$ cat config.mk
export PLATFORM = sky130hd
export DESIGN_NAME = tir_irq_logic
export DESIGN_NICKNAME = d
export VERILOG_FILES = /design/src/hdl/tir_irq_logic.v
export VERILOG_INCLUDE_DIRS = /design/src /design/src/hdl
export SDC_FILE = /design/constraint.sdc
export NUM_CORES = 1
export LEC_CHECK = 0
export ABC_CLOCK_PERIOD_IN_PS = 4900
export BUFFER_PORTS_ARGS = -buffer_cell sky130_fd_sc_hd__buf_2
export CORE_ASPECT_RATIO = 0.9
export CORE_MARGIN = 5
export CORE_UTILIZATION = 51
export CTS_CLUSTER_DIAMETER = 60
export DETAILED_ROUTE_END_ITERATION = 10
export PLACE_DENSITY = 0.95
export SYNTH_ARGS = -nofsm -noshare
export SYNTH_HDL_FRONTEND = slang
export SYNTH_SLANG_ARGS = --single-unit
export TNS_END_PERCENT = 5
$ cat constraint.sdc
create_clock -name clk -period 4.9 [get_ports clk]
set_clock_uncertainty 0.2 [all_clocks]
set_input_delay 0.735 -clock clk [delete_from_list [all_inputs] [get_ports clk]]
set_output_delay 0.735 -clock clk [all_outputs]
set_load 0.02 [all_outputs]
$ cat src/hdl/tir_irq_map.vh
/*
 * constants of the transceiver interrupt request logic: register offsets,
 * field positions, reset values and source bit numbers.
 * assumes a 32-bit AHB-Lite slave port and one 10 MHz clock.
 */
// What this block does
// - request pin high on any enabled event
// - state flag toggle either way raises request
// - power-on flag rising raises request
// - auxiliary power-on flag rising raises request
// - status read or delete command clears status events
// - status read leaves buffer interrupts pending
// - transmit fill 4/8/12 or empty, selectable
// - transmit write, control write, delete clear it
// - receive fill 4/8/12 or error, selectable
// - bit check success raises unless pattern mode
// - receive read, control write, delete clear it
// - no receive byte or error events while buffer being read
// - transmit counter up on load, down on send
// - control write in transmit resets buffer, count
`ifndef TIR_IRQ_MAP_VH
`define TIR_IRQ_MAP_VH

// register byte offsets
`define TIR_OFS_CTRL 8'h00
`define TIR_OFS_STATUS 8'h04
`define TIR_OFS_ENABLE 8'h08
`define TIR_OFS_CLEAR 8'h0c
`define TIR_OFS_COUNT 8'h10

// control register fields
`define TIR_CTRL_TX 0
`define TIR_CTRL_RX 1
`define TIR_CTRL_TRANSP 2
`define TIR_CTRL_PATTERN 3
`define TIR_CTRL_THR_LO 4
`define TIR_CTRL_THR_HI 5
`define TIR_CTRL_W 6
`define TIR_CTRL_RST 6'h00

// interrupt source bits
`define TIR_SRC_STATE 0
`define TIR_SRC_PWR 1
`define TIR_SRC_AUX 2
`define TIR_SRC_TX 3
`define TIR_SRC_RX 4
`define TIR_SRC_BITCHK 5
`define TIR_SRC_W 6
`define TIR_ENABLE_RST 6'h3f
`define TIR_PEND_RST 6'h00
`define TIR_STATUS_GRP 6'h07
`define TIR_TX_GRP 6'h08
`define TIR_RX_GRP 6'h30

// byte counters
`define TIR_CNT_W 5
`define TIR_CNT_MAX 5'h10
`define TIR_CNT_RST 5'h00
`define TIR_CNT_ONE 5'h01
`define TIR_THR_0 5'h00
`define TIR_THR_1 5'h04
`define TIR_THR_2 5'h08
`define TIR_THR_3 5'h0c
`define TIR_RXCNT_LSB 8

// control register numbers that flush buffer interrupts
`define TIR_CREG_1 3'h1
`define TIR_CREG_4 3'h4
`define TIR_CREG_5 3'h5
`define TIR_CREG_6 3'h6

`endif

$ cat src/hdl/tir_irq_logic.v
/*
 * interrupt request logic of the transceiver: per-source pending flags,
 * byte counters with fill thresholds, and an AHB-Lite register slave.
 * assumes all event inputs come from logic on clk (no synchronisers),
 * and a single AHB-Lite master with this slave as the only one.
 */
`timescale 1ns/1ps
`include "tir_irq_map.vh"

module tir_irq_logic (
    input wire clk,
    input wire sys_rst,
    // ahb-lite slave
    input wire hsel,
    input wire [31:0] haddr,
    input wire [1:0] htrans,
    input wire hwrite,
    input wire [2:0] hsize,
    input wire [31:0] hwdata,
    input wire hready,
    output reg [31:0] hrdata,
    output wire hreadyout,
    output wire hresp,
    // status-register flags
    input wire stateFlag,
    input wire powerOn,
    input wire powerOnAux,
    // host operations from the serial interface decoder
    input wire statusRead,
    input wire deleteIrq,
    input wire ctrlRegWrite,
    input wire [2:0] ctrlRegNum,
    input wire rxBufRead,
    input wire rxBufBusy,
    // datapath events
    input wire txByteLoaded,
    input wire txByteSent,
    input wire rxByteStored,
    input wire rxError,
    input wire bitCheckOk,
    // outputs
    output wire irq,
    output reg txBufReset,
    output reg [4:0] txCount,
    output reg [4:0] rxCount
);

    // threshold selector to byte count
    function [4:0] thrValue;
        input [1:0] sel;
        begin
            case (sel)
                2'h0: thrValue = `TIR_THR_0;
                2'h1: thrValue = `TIR_THR_1;
                2'h2: thrValue = `TIR_THR_2;
                default: thrValue = `TIR_THR_3;
            endcase
        end
    endfunction

    // control registers whose write flushes the buffer interrupts
    function clearsBuffer;
        input [2:0] num;
        begin
            clearsBuffer = (num == `TIR_CREG_1) || (num == `TIR_CREG_4) ||
                (num == `TIR_CREG_5) || (num == `TIR_CREG_6);
        end
    endfunction

    reg [5:0] ctrl; // mode, thresholds
    reg [5:0] pend; // sticky per-source flags
    reg [5:0] enable; // per-source gate
    reg stateFlagPrev; // edge history
    reg powerOnPrev;
    reg powerOnAuxPrev;
    reg dataPhase; // a transfer is in its data phase
    reg dataWrite; // that transfer writes
    reg [7:0] dataAddr; // its offset

    // note on the bus side: writes act in the data phase, so a
    // write and a read of the same register back to back see the old
    // value on the read, which is the usual ahb-lite behaviour.
    // only the low byte of the address is decoded, so the register
    // map repeats through the whole slave window.

    wire txMode = ctrl[`TIR_CTRL_TX];
    wire rxMode = ctrl[`TIR_CTRL_RX];
    wire transp = ctrl[`TIR_CTRL_TRANSP];
    wire pattern = ctrl[`TIR_CTRL_PATTERN];
    wire [1:0] thrSel = {ctrl[`TIR_CTRL_THR_HI], ctrl[`TIR_CTRL_THR_LO]};
    wire [4:0] thrCount = thrValue(thrSel);

    // bus write strobes, taken in the data phase with hwdata
    wire busWrite = dataPhase && dataWrite;
    wire wrCtrl = busWrite && (dataAddr == `TIR_OFS_CTRL);
    wire wrEnable = busWrite && (dataAddr == `TIR_OFS_ENABLE);
    wire wrClear = busWrite && (dataAddr == `TIR_OFS_CLEAR);

    // our own control register stands for control register 1
    wire bufFlush = wrCtrl || (ctrlRegWrite && clearsBuffer(ctrlRegNum));

    // buffered operation only when transparent mode is off
    wire txBuffered = txMode && !transp;
    wire rxBuffered = rxMode && !transp;

    // stored bytes and receive errors are masked while the host drains the buffer
    wire rxStoreOk = rxByteStored && !rxBufBusy;
    wire rxErrorOk = rxError && !rxBufBusy;

    // transmit counter reaching the threshold on the way down
    wire txDown = txByteSent && !txByteLoaded && (txCount != `TIR_CNT_RST);
    wire [4:0] txAfter = txCount - `TIR_CNT_ONE;
    wire txEvent = txBuffered && txDown && (txAfter == thrCount);

    // receive fill on the way up; selector 0 picks the error instead
    wire rxUp = rxStoreOk && !rxBufRead && (rxCount != `TIR_CNT_MAX);
    wire [4:0] rxAfter = rxCount + `TIR_CNT_ONE;
    wire rxFill = (thrSel != 2'h0) && rxUp && (rxAfter == thrCount);
    wire rxErrEv = (thrSel == 2'h0) && rxErrorOk;
    wire rxEvent = rxBuffered && (rxFill || rxErrEv);

    // bit check counts only outside pattern mode
    wire bitEvent = rxBuffered && !pattern && bitCheckOk;

    // status-register events
    wire stateEv = stateFlag != stateFlagPrev;
    wire pwrEv = powerOn && !powerOnPrev;
    wire auxEv = powerOnAux && !powerOnAuxPrev;

    // per-source vectors; bit positions follow the status register
    reg [5:0] setVec; // events seen this cycle
    reg [5:0] clrVec; // clears asked for this cycle
    reg [5:0] next_pend; // value of the pending flags after the edge

    // why set wins: an event that lands in the very cycle the host
    // clears would otherwise vanish without a request ever showing,
    // and the host could not learn of it at all.
    // limitation: several events of one source before a clear merge
    // into a single pending flag; the host sees only one request.

    // set and clear vectors per source group
    always @* begin
        setVec = `TIR_PEND_RST;
        setVec[`TIR_SRC_STATE] = stateEv;
        setVec[`TIR_SRC_PWR] = pwrEv;
        setVec[`TIR_SRC_AUX] = auxEv;
        setVec[`TIR_SRC_TX] = txEvent;
        setVec[`TIR_SRC_RX] = rxEvent;
        setVec[`TIR_SRC_BITCHK] = bitEvent;
        // software clear register acts on any bit
        clrVec = wrClear ? hwdata[5:0] : `TIR_PEND_RST;
        // status read clears only the status group
        if (statusRead) begin
            clrVec = clrVec | `TIR_STATUS_GRP;
        end
        // delete command clears every group
        if (deleteIrq) begin
            clrVec = clrVec | `TIR_STATUS_GRP | `TIR_TX_GRP | `TIR_RX_GRP;
        end
        // transmit group: buffer write or control write
        if (txByteLoaded || bufFlush) begin
            clrVec = clrVec | `TIR_TX_GRP;
        end
        // receive group: buffer read or control write
        if (rxBufRead || bufFlush) begin
            clrVec = clrVec | `TIR_RX_GRP;
        end
        // a set in the clearing cycle wins
        next_pend = setVec | (pend & ~clrVec);
    end

    // pending flags and edge history
    always @(posedge clk) begin
        if (sys_rst) begin
            pend <= `TIR_PEND_RST;
            stateFlagPrev <= 1'b0;
            powerOnPrev <= 1'b0;
            powerOnAuxPrev <= 1'b0;
        end else begin
            pend <= next_pend;
            stateFlagPrev <= stateFlag;
            powerOnPrev <= powerOn;
            powerOnAuxPrev <= powerOnAux;
        end
    end

    // request pin: any pending source that is enabled
    // combinational from registered flags, so it cannot glitch on
    // input changes; the enable only masks the pin, never the flags,
    // so a source read back in status stays visible while masked
    assign irq = |(pend & enable);

    // transmit byte counter, flushed by a control write in transmit mode
    always @(posedge clk) begin
        if (sys_rst) begin
            txCount <= `TIR_CNT_RST;
            txBufReset <= 1'b0;
        end else begin
            txBufReset <= bufFlush && txMode;
            if (bufFlush && txMode) begin
                txCount <= `TIR_CNT_RST;
            end else if (txByteLoaded && !txByteSent && txCount != `TIR_CNT_MAX) begin
                txCount <= txCount + `TIR_CNT_ONE;
            end else if (txDown) begin
                txCount <= txAfter;
            end
        end
    end

    // receive byte counter; a stored byte hidden by a read is not counted
    // trade-off: a store and a read in one cycle leave the count alone,
    // which keeps one adder per counter; the counter saturates at the
    // buffer depth and never wraps below zero
    always @(posedge clk) begin
        if (sys_rst) begin
            rxCount <= `TIR_CNT_RST;
        end else if (rxUp) begin
            rxCount <= rxAfter;
        end else if (rxBufRead && !rxStoreOk && rxCount != `TIR_CNT_RST) begin
            rxCount <= rxCount - `TIR_CNT_ONE;
        end
    end

    // ahb-lite: zero wait states, always okay
    assign hreadyout = 1'b1;
    assign hresp = 1'b0;

    // an address phase is taken only for nonseq or seq transfers
    // while the bus is ready; idle and busy are ignored
    wire addrPhase = hsel && hready && htrans[1];

    // address phase capture
    always @(posedge clk) begin
        if (sys_rst) begin
            dataPhase <= 1'b0;
            dataWrite <= 1'b0;
            dataAddr <= 8'h00;
        end else if (hready) begin
            dataPhase <= addrPhase;
            dataWrite <= hwrite;
            dataAddr <= haddr[7:0];
        end
    end

    // software registers, written in the data phase
    // the control write also counts as a buffer flush, see bufFlush;
    // the flush uses the mode held before the write lands
    always @(posedge clk) begin
        if (sys_rst) begin
            ctrl <= `TIR_CTRL_RST;
            enable <= `TIR_ENABLE_RST;
        end else begin
            if (wrCtrl) begin
                ctrl <= hwdata[5:0];
            end
            if (wrEnable) begin
                enable <= hwdata[5:0];
            end
        end
    end

    // read data candidate, chosen from the address phase offset
    // the status read over the bus has no side effect: only the
    // serial host read, on statusRead, clears the status group
    reg [31:0] next_hrdata;

    // read mux, sampled at the address phase; unmapped reads zero
    always @* begin
        next_hrdata = 32'h00000000;
        case (haddr[7:0])
            `TIR_OFS_CTRL: next_hrdata[5:0] = ctrl;
            `TIR_OFS_STATUS: next_hrdata[5:0] = pend;
            `TIR_OFS_ENABLE: next_hrdata[5:0] = enable;
            `TIR_OFS_COUNT: begin
                next_hrdata[4:0] = txCount;
                next_hrdata[`TIR_RXCNT_LSB+4:`TIR_RXCNT_LSB] = rxCount;
            end
            default: next_hrdata = 32'h00000000;
        endcase
    end

    // read data register, loaded for the following data phase
    always @(posedge clk) begin
        if (sys_rst) begin
            hrdata <= 32'h00000000;
        end else if (addrPhase && !hwrite) begin
            hrdata <= next_hrdata;
        end
    end

endmodule

# After elaboration in Yosys (flattened, before gate mapping)
# Cells that the tools add are included.
word_totals:
  reg_bits: 53
  latchBits: 0
  ramBits: 0
  romBits: 0
  inputBits: 90
  out_inout_bits: 46
  memories: 0
op_classes:
  addsub: 4
  multipliers: 0
  div: 0
  magnitude_cmp: 0
  eq_ne: 16
  shifts: 0
  muxes: 13
  bitwise: 4
  n_reduce_logical: 58
op_table:
  columns: ["op", "count"]
  rows:
  - ["$logic_and A1 B1 Y1", 31]
  - ["$mux W5", 5]
  - ["$eq A8 B4 Y1 const B", 3]
  - ["$pmux W5 S4", 1]
  - ["$mux W6", 3]
  - ["$logic_not A8 Y1", 2]
  - ["$and A6 B6 Y6", 2]
  - ["$pmux W4 S3", 1]
  - ["$add A5 B1 Y5 const B", 2]
  - ["$eq A5 B5 Y1", 2]
  - ["$logic_not A1 Y1", 10]
  - ["$ne A5 B5 Y1 const B", 2]
  - ["$reduce_bool A5 Y1", 2]
  - ["$sub A5 B1 Y5 const B", 2]
  - ["$eq A3 B3 Y1 const B", 3]
  - ["$eq A8 B3 Y1 const B", 1]
  - ["$eq A8 B5 Y1 const B", 1]
  - ["$logic_or A1 B1 Y1", 7]
  - ["$not A6 Y6", 1]
  - ["$or A6 B6 Y6", 1]
  - ["$reduce_bool A2 Y1", 3]
  - ["$reduce_or A6 Y1", 1]
  - ["$mux W4", 1]
  - ["$eq A3 B1 Y1 const B", 1]
  - ["7 further kinds", 7]

# Depth between registers and ports, before layout
# Gate-level depths: netlist of run 1.
logic_depth:
  word_depth: 12
  ltp_mapped: 6
  ltp_nobuf: 6

# Worst setup path before layout of run 1
# No wires, ideal clock.
synth_timing:
  path_type: "input port to flip-flop"
  startpoint: "in rxBufBusy"
  endpoint: "reg rxCount[3]"
  arrival_time_ns: 1.983
  required_ns: 4.577
  setup_slack_ns: 2.594
  stages: 5
  n_path_buf: 1
  path_cell_list: "or3b_1 -> buf_2 -> or3_1 -> a22oi_2 -> mux2_1"
synth_between:
  elab_chain_cells: 6
  elab_cells_between_ends: 9
synth_lines:
  columns: ["element", "line", "rtl"]
  rows:
  - ["from (decl)", "tir_irq_logic.v:34", "input wire rxBufBusy,"]
  - ["$logic_not A1 Y1 *", "tir_irq_logic.v:107", "wire rxStoreOk = rxByteStored && !rxBufBusy;"]
  - ["$logic_and A1 B1 Y1 *", "tir_irq_logic.v:107", null]
  - ["$logic_not A1 Y1", "tir_irq_logic.v:219", "end else if (rxBufRead && !rxStoreOk && rxCount != `TIR_CNT_RST) begin"]
  - ["$logic_and A1 B1 Y1", "tir_irq_logic.v:219", null]
  - ["$logic_and A1 B1 Y1 (no source line)", null, null]
  - ["$reduce_bool A2 Y1 (no source line)", null, null]
  - ["to (signal assigned)", "tir_irq_logic.v:216", "rxCount <= `TIR_CNT_RST;"]
  - ["to (signal assigned)", "tir_irq_logic.v:218", "rxCount <= rxAfter;"]
  - ["to (signal assigned)", "tir_irq_logic.v:220", "rxCount <= rxCount - `TIR_CNT_ONE;"]
  - ["to (decl)", "tir_irq_logic.v:45", "output reg [4:0] rxCount"]
# Every way passes the cells marked *; elsewhere a longest branch is shown, timed or not.
# A chain may end at the register's enable or synchronous reset.

# Worst setup path in the final report of run 1
layout_timing:
  startpoint: "in hready"
  endpoint: "reg hrdata[12]"
layout_between:
  elab_chain_cells: 3
layout_lines:
  columns: ["element", "line", "rtl"]
  rows:
  - ["from (decl)", "tir_irq_logic.v:20", "input wire hready,"]
  - ["$logic_and A1 B1 Y1 (2 in a row)", "tir_irq_logic.v:230", "wire addrPhase = hsel && hready && htrans[1];"]
  - ["$logic_and A1 B1 Y1", "tir_irq_logic.v:286", "end else if (addrPhase && !hwrite) begin"]
  - ["to (signal assigned)", "tir_irq_logic.v:287", "hrdata <= next_hrdata;"]
  - ["to (decl)", "tir_irq_logic.v:21", "output reg [31:0] hrdata,"]
# Every way passes these cells.

==> summary.txt, run 1 <==
Timing
  – Final cycle utilization of the critical path: 47.0%
  – Post-layout min period: 2.31 ns
  – Slew Limit Fails: 0
  – Setup TNS: 0 ns
  – Least-Margin Pin Slew: 0.841 ns
  – Max Clk Rate: 0.434 GHz
  – Max-slew headroom: 43.9%
  – Final setup violation count: 0
  – Setup repair after global routing missed its margin: no
  – Fin. Hold Viols: 0

Die
  – Horiz. Die Dim: 91.8 µm
  – Row count: 26
  – Starting density of the core: 53.3%
  – Die Y: 83.6 µm
  – IO Pins: 136
  – Core area: 0.00576 mm²
  – Die area: 0.00767 mm²

Clocking
  – CTS max path bufs: 2
  – Clock tree sinks: 53
  – Hold buffers post-CTS: 0
  – CTS tree: yes
  – CTS HTree Levels: 2
  – CTS root buffer: clkbuf_8
  – CTS Buf Count: 5
  – Post-CTS Resized: 0
  – Post-CTS setup buffers: 0
  – Clock transition at path regs: 0.10 ns
  – Clock Latency Late Sink: 0.31 ns

Flow run
  – MaxCap Viol Count: 0

Synth
  – Synth area leader: dfxtp_1
  – Ys Warns: 0
  – Synth Area in Compound Gates: 18.7%
  – Synth top area share: 34.6%
  – #FFs+latches synth: 53
  – Post-Syn Area per Cell: 8.55 µm²
  – Fraction of synthesized area in multiplexers: 6.60%
  – Largest family of logic cells by synthesized area: simple AND/OR/NAND/NOR gates
  – Async set or reset register ratio after synthesis: 0%
  – Top cells by area, synth: dfxtp_1, mux2i_1, buf_4, nand2_1, nor2_1
  – Synthesized area: 0.00307 mm²
  – Synth Area in XOR/XNOR: 2.57%
  – Most used DFF post-synth: dfxtp_1
  – Sequential share of the synthesized area: 34.6%
  – Cells after synthesis: 359
  – EDFF count, synth: 0
  – Simple-Gate Fraction of Synth Area: 23.6%
  – Synth unique cells: 66
  – Synth Area in Adders: 3.59%

Route
  – Initial detailed-routing violation count: 125
  – Total wire length: 7230 µm
  – Vias: 2725
  – Via density: 5.74
  – Drt pass-1 iters: 5
  – ANT nets after route: 0
  – DR WL/cell: 15.2 µm
  – DRC Markers: 0

Global route
  – First-pass GRT wire length: 12000 µm
  – Largest net degree at the start of global routing: 49
  – Initial antenna violation count: 0
  – Vias in the first global route: 2542
  – GRT overflow: 0
  – Total global-route track usage: 18.8%

Layout
  – Final nets: 502
  – Layout cells sized above 1: 18.5%
  – Most frequent cells in the layout: buf_2, dfxtp_1, nor2_1, nand2_1, conb_1
  – Most common cell after layout, fill and taps aside: buf_2
  – FF/Latch Area: 0.00106 mm²
  – Antenna diodes: 0
  – Multi-input gate area: 0.00178 mm²
  – # fillers: 490
  – Cell Count, Final, Fillers Out: 475
  – Area growth, synth to finish: 10.1%

Run status
  – Status: complete, no violations

Critical path
  – Crit Path Category: in2reg
  – FF-to-FF path depth: 4
  – Arrival time worst endpoint: 2.35 ns
  – CP endpoint kind: flop
  – Largest fanout on the critical path: 12
  – Worst path required time: 4.94 ns
  – CP Launch Type: input pin

Place
  – Buffers on Ports: 58
  – Hpwl dp: 5410 µm
  – Cells after DPL: 467
  – RePlAce Congestion: 0.880

Min path
  – Worst hold path depth: 2
  – Hold Crit Class: reg2reg

Power
  – Maximum vdd ir drop: 0.166 mV
  – Pleak: 1.43 nW
  – PD cells: 382 mW/mm²
[synth_stat cells (5+ instances only)]
| cell | number |
|---|---|
| a211o_1 | 7 |
| dfxtp_1 | 53 |
| inv_1 | 17 |
| nor2_1 | 29 |
| nand3_1 | 14 |
| xnor2_1 | 7 |
| a2bb2oi_1 | 10 |
| mux2i_1 | 18 |
| buf_4 | 23 |
| nor3_1 | 7 |
| o21ai_1 | 5 |
| a22oi_1 | 10 |
| a21oi_1 | 15 |
| nand2_1 | 29 |
| a21o_1 | 5 |
| ha_1 | 8 |
| nor2b_1 | 10 |
| clkbuf_1 | 14 |
[power by group]
| group | leakage, nW | switching [mW] | internal, mW |
|---|---|---|---|
| sequential | 0.433 | 0.0866 | 0.470 |
| clock | 0.0512 | 0.149 | 0.115 |
| combinational | 0.947 | 0.259 | 0.214 |
| total | 1.43 | 0.494 | 0.799 |
[critical path: stages]
cell and delay, ns:
buf_2 0.27, nand4b_1 0.45, nor4_2 0.63, a22oi_1 0.14, nor2_1 0.12
[per-stage QoR]
step | hold WS, ns | utilization (%) | setup WS (ns) | total power [mW] | cell area, µm²
after global placement | 0.238 | 57.1 | 2.32 | 1.00 | 3290
after floorplan | 0.239 | - | 2.59 | 0.924 | 3150
after detailed placement | 0.240 | 57.1 | 2.27 | 1.03 | 3290
after global routing | 0.281 | 58.7 | 2.45 | 1.37 | 3380
final | 0.254 | 58.7 | 2.59 | 1.29 | 3380
after CTS | 0.254 | 58.7 | 2.60 | 1.29 | 3380
[state kept, by name, summed over array words and instances (netlist names)]
register / count
hrdata: 11
dataAddr: 8
ctrl: 6
enable: 6
pend: 6
rxCount: 5
txCount: 5
dataPhase: 1
dataWrite: 1
powerOnAuxPrev: 1
powerOnPrev: 1
stateFlagPrev: 1
txBufReset: 1
[per-layer routing]
metal	wire [µm]	global-route usage (%)	vias up
li1	-	-	1324
met1	3180	24.7	1241
met2	3220	29.0	141
met3	652	4.60	19
met4	182	8.77	0
met5	0	0	-
[final cells by class]
cell class	instances	share of cell area [%]
inverter	17	1.89
clock inverter	2	0.407
timing repair buffer	59	8.81
sequential	53	31.4
multi-input combinational	268	52.5
clock buffer	6	2.44
tap	70	2.59
[logic make-up after synthesis]
family	after synthesis
XOR/XNOR	9
other	2
multiplexers	20
buffers and inverters	59
AO/OA/AOI/OAI	77
adder cells (fa/ha/maj)	9
AND/OR/NAND/NOR	130
flip-flops	53
[final timing paths]
| check | start | end | slack (ns) |
|---|---|---|---|
| max | hready | hrdata[12]$_SDFFE_PP0P_ | 2.59 |
| min | hrdata[4]$_SDFFE_PP0P_ | hrdata[4]$_SDFFE_PP0P_ | 0.25 |
| max reg2reg | dataAddr[0]$_SDFFE_PP0P_ | txCount[4]$_SDFFE_PP0P_ | 2.64 |
| min reg2reg | hrdata[4]$_SDFFE_PP0P_ | hrdata[4]$_SDFFE_PP0P_ | 0.25 |
Power figures use the tool's default switching activity.
==> run 2: changes to the inputs <==
Settings changed: ABC_CLOCK_PERIOD_IN_PS 4900 to 2200, CORE_UTILIZATION 51 to 48, PLACE_DENSITY 0.95 to 0.93.
Clock period 4.9 ns to 2.2 ns, I/O delays scaled along.
==> run 2 against run 1 <==
  * Hold slack worse by 0.18 ns
  * Flip-flop and latch count unchanged
  * Global-route usage is 0.50 points higher
  * Final area rose by 3.3%
  * Cell count grew 6.3%
==> summary.txt, run 2 (synthesized netlist as in run 1, its figures left out) <==
Timing
  – Max Clk Rate: 0.473 GHz
  – Post-layout min period: 2.11 ns
  – Fin. Hold Viols: 0 (unchanged)
  – Slew Limit Fails: 0 (unchanged)
  – Final setup violation count: 0 (unchanged)
  – Final cycle utilization of the critical path: 96.1%
  – Setup ws final: 0.0867 ns (-2.51 ns)
  – Max-slew headroom: 63.7% (+20 points)
  – Setup TNS: 0 ns (unchanged)
  – Setup repair after global routing missed its margin: no
  – Least-Margin Pin Slew: 0.539 ns (-0.302 ns)

Critical path
  – CP endpoint kind: flop
  – R2R setup slack: 0.09 ns (-2.55 ns)
  – Largest fanout on the critical path: 6 (-6)
  – R2R Path End: txCount[1]$_SDFFE_PP0P_
  – FF-to-FF path depth: 6 (+2)
  – Arrival time worst endpoint: 2.16 ns (-0.19 ns)
  – CP Launch Type: flop
  – Worst path required time: 2.25 ns (-2.69 ns)
  – Worst R2R Start: txCount[1]$_SDFFE_PP0P_
  – Crit Path Category: reg2reg

Die
  – Starting density of the core: 49.7% (-3.7 points)
  – Row count: 27 (+3.8%)
  – Die Y: 85.9 µm (+2.7%)
  – Horiz. Die Dim: 94.3 µm (+2.7%)
  – Die area: 0.00810 mm² (+5.5%)
  – Core area: 0.00618 mm² (+7.4%)
  – IO Pins: 136 (unchanged)

Layout
  – Area growth, synth to finish: 13.7%
  – Antenna diodes: 0 (unchanged)
  – Max FFs per register: 11 (unchanged)
  – Most frequent cells in the layout: buf_2, dfxtp_1, nor2_1, nand2_1, conb_1
  – Final nets: 515 (+2.6%)
  – Largest regs: hrdata: 11 flops, dataAddr: 8 flops
  – # fillers: 552 (+13%)
  – Reg with most FFs: hrdata
  – Most common cell after layout, fill and taps aside: buf_2
  – Layout cells sized above 1: 20.8% (+2.3 points)

Clocking
  – CTS max path bufs: 2 (unchanged)
  – CTS Buf Count: 5 (unchanged)
  – CTS HTree Levels: 2 (unchanged)
  – Post-CTS setup buffers: 0 (unchanged)
  – Hold buffers post-CTS: 0 (unchanged)
  – Clock Latency Late Sink: 0.31 ns (about the same)
  – CTS root buffer: clkbuf_8
  – Post-CTS Resized: 0 (unchanged)
  – Clock tree sinks: 53 (unchanged)
  – CTS tree: yes
  – Clock transition at path regs: 0.10 ns (about the same)

Global route
  – GRT overflow: 0 (unchanged)
  – Initial antenna violation count: 0 (unchanged)
  – Vias in the first global route: 2691 (+5.9%)
  – Largest net degree at the start of global routing: 33 (-33%)
  – First-pass GRT wire length: 12600 µm (+5.2%)
  – Total global-route track usage: 19.3% (+0.50 points)

Route
  – Initial detailed-routing violation count: 186 (+49%)
  – Drt pass-1 iters: 5 (unchanged)
  – DR WL/cell: 15.3 µm (+0.37%)
  – Total wire length: 7720 µm (+6.7%)
  – DRC Markers: 0 (unchanged)
  – Via density: 5.53 (-3.6%)
  – Vias: 2793 (+2.5%)
  – ANT nets after route: 0 (unchanged)

Place
  – Hpwl dp: 5910 µm (+9.3%)
  – RePlAce Congestion: 0.861 (-2.2%)
  – Worst slack, placed: 0.124 ns (-2.14 ns)
  – Buffers on Ports: 58 (unchanged)

Min path
  – Worst Hold Path EP: powerOnPrev$_SDFF_PP0_
  – Hold Crit Class: in2reg
  – Hold path start: powerOn
  – Worst hold path depth: 2 (unchanged)

Run status
  – Status: complete, no violations

Power
  – Maximum vdd ir drop: 0.307 mV (+85%)
  – Pleak: 1.48 nW (+3.5%)
  – PD cells: 835 mW/mm² (+120%)

Flow run
  – MaxCap Viol Count: 0 (unchanged)
run 2: changes by cell type in the layout (fill, tap and decap cells not counted), sizes merged:
| cell | change |
|---|---|
| clkinvlp | +2 |
| buf | +13 |
| clkinv | -2 |
run 2: metal layers:
metal	global-route usage, %	wire [µm]	vias up
met5	0	0	-
met2	32.5	3680	118
met3	4.65	711	10
met1	24.4	3210	1313
met4	6.04	110	0
li1	-	-	1352
run 2: how the worst max path moves through the flow:
stage	from	to	slack, ns
final	txCount[1]$_SDFFE_PP0P_	txCount[1]$_SDFFE_PP0P_	0.09
after global routing	txCount[1]$_SDFFE_PP0P_	txCount[1]$_SDFFE_PP0P_	0.01
after CTS	txCount[1]$_SDFFE_PP0P_	txCount[1]$_SDFFE_PP0P_	0.1
after detailed placement	txCount[1]$_SDFFE_PP0P_	txCount[1]$_SDFFE_PP0P_	0.12
after global placement	txCount[1]$_SDFFE_PP0P_	txCount[1]$_SDFFE_PP0P_	0.19
after floorplan	rxCount[0]$_SDFFE_PP0P_	rxCount[3]$_SDFFE_PP0P_	0.05
run 2: per-stage QoR:
| stage | area, µm² | power [mW] | util [%] | std cells | hold slack (ns) |
|---|---|---|---|---|---|
| floorplan | 3150 | 2.06 | - | 380 | 0.239 |
| global placement | 3400 | 2.28 | 55.1 | 497 | 0.236 |
| detailed placement | 3400 | 2.35 | 55.1 | 497 | 0.243 |
| CTS | 3490 | 2.91 | 56.5 | 505 | 0.0654 |
| global route | 3490 | 3.08 | 56.5 | 505 | 0.0621 |
| finish | 3490 | 2.92 | 56.5 | 505 | 0.0731 |
run 2: power by group:
part	internal, mW	switching, mW
combinational	0.522	0.653
sequential	1.05	0.129
clock	0.225	0.339
total	1.79	1.12
run 2: final cells by class:
class	count	area [µm²]	share of cell area [%]
Clock buffer	6	72.6	2.08
Clock inverter	2	15.0	0.430
Inverter	17	63.8	1.83
Multi-Input combinational cell	268	1780	50.8
Sequential cell	53	1060	30.4
Tap cell	87	109	3.12
Timing Repair Buffer	72	395	11.3
run 2: worst max-delay path: stages (launching register included):
cell and delay [ns]:
dfxtp_1 0.38, inv_1 0.15, ha_1 0.19, or4bb_1 0.53
and2_1 0.21, a211o_1 0.26, a21oi_1 0.13
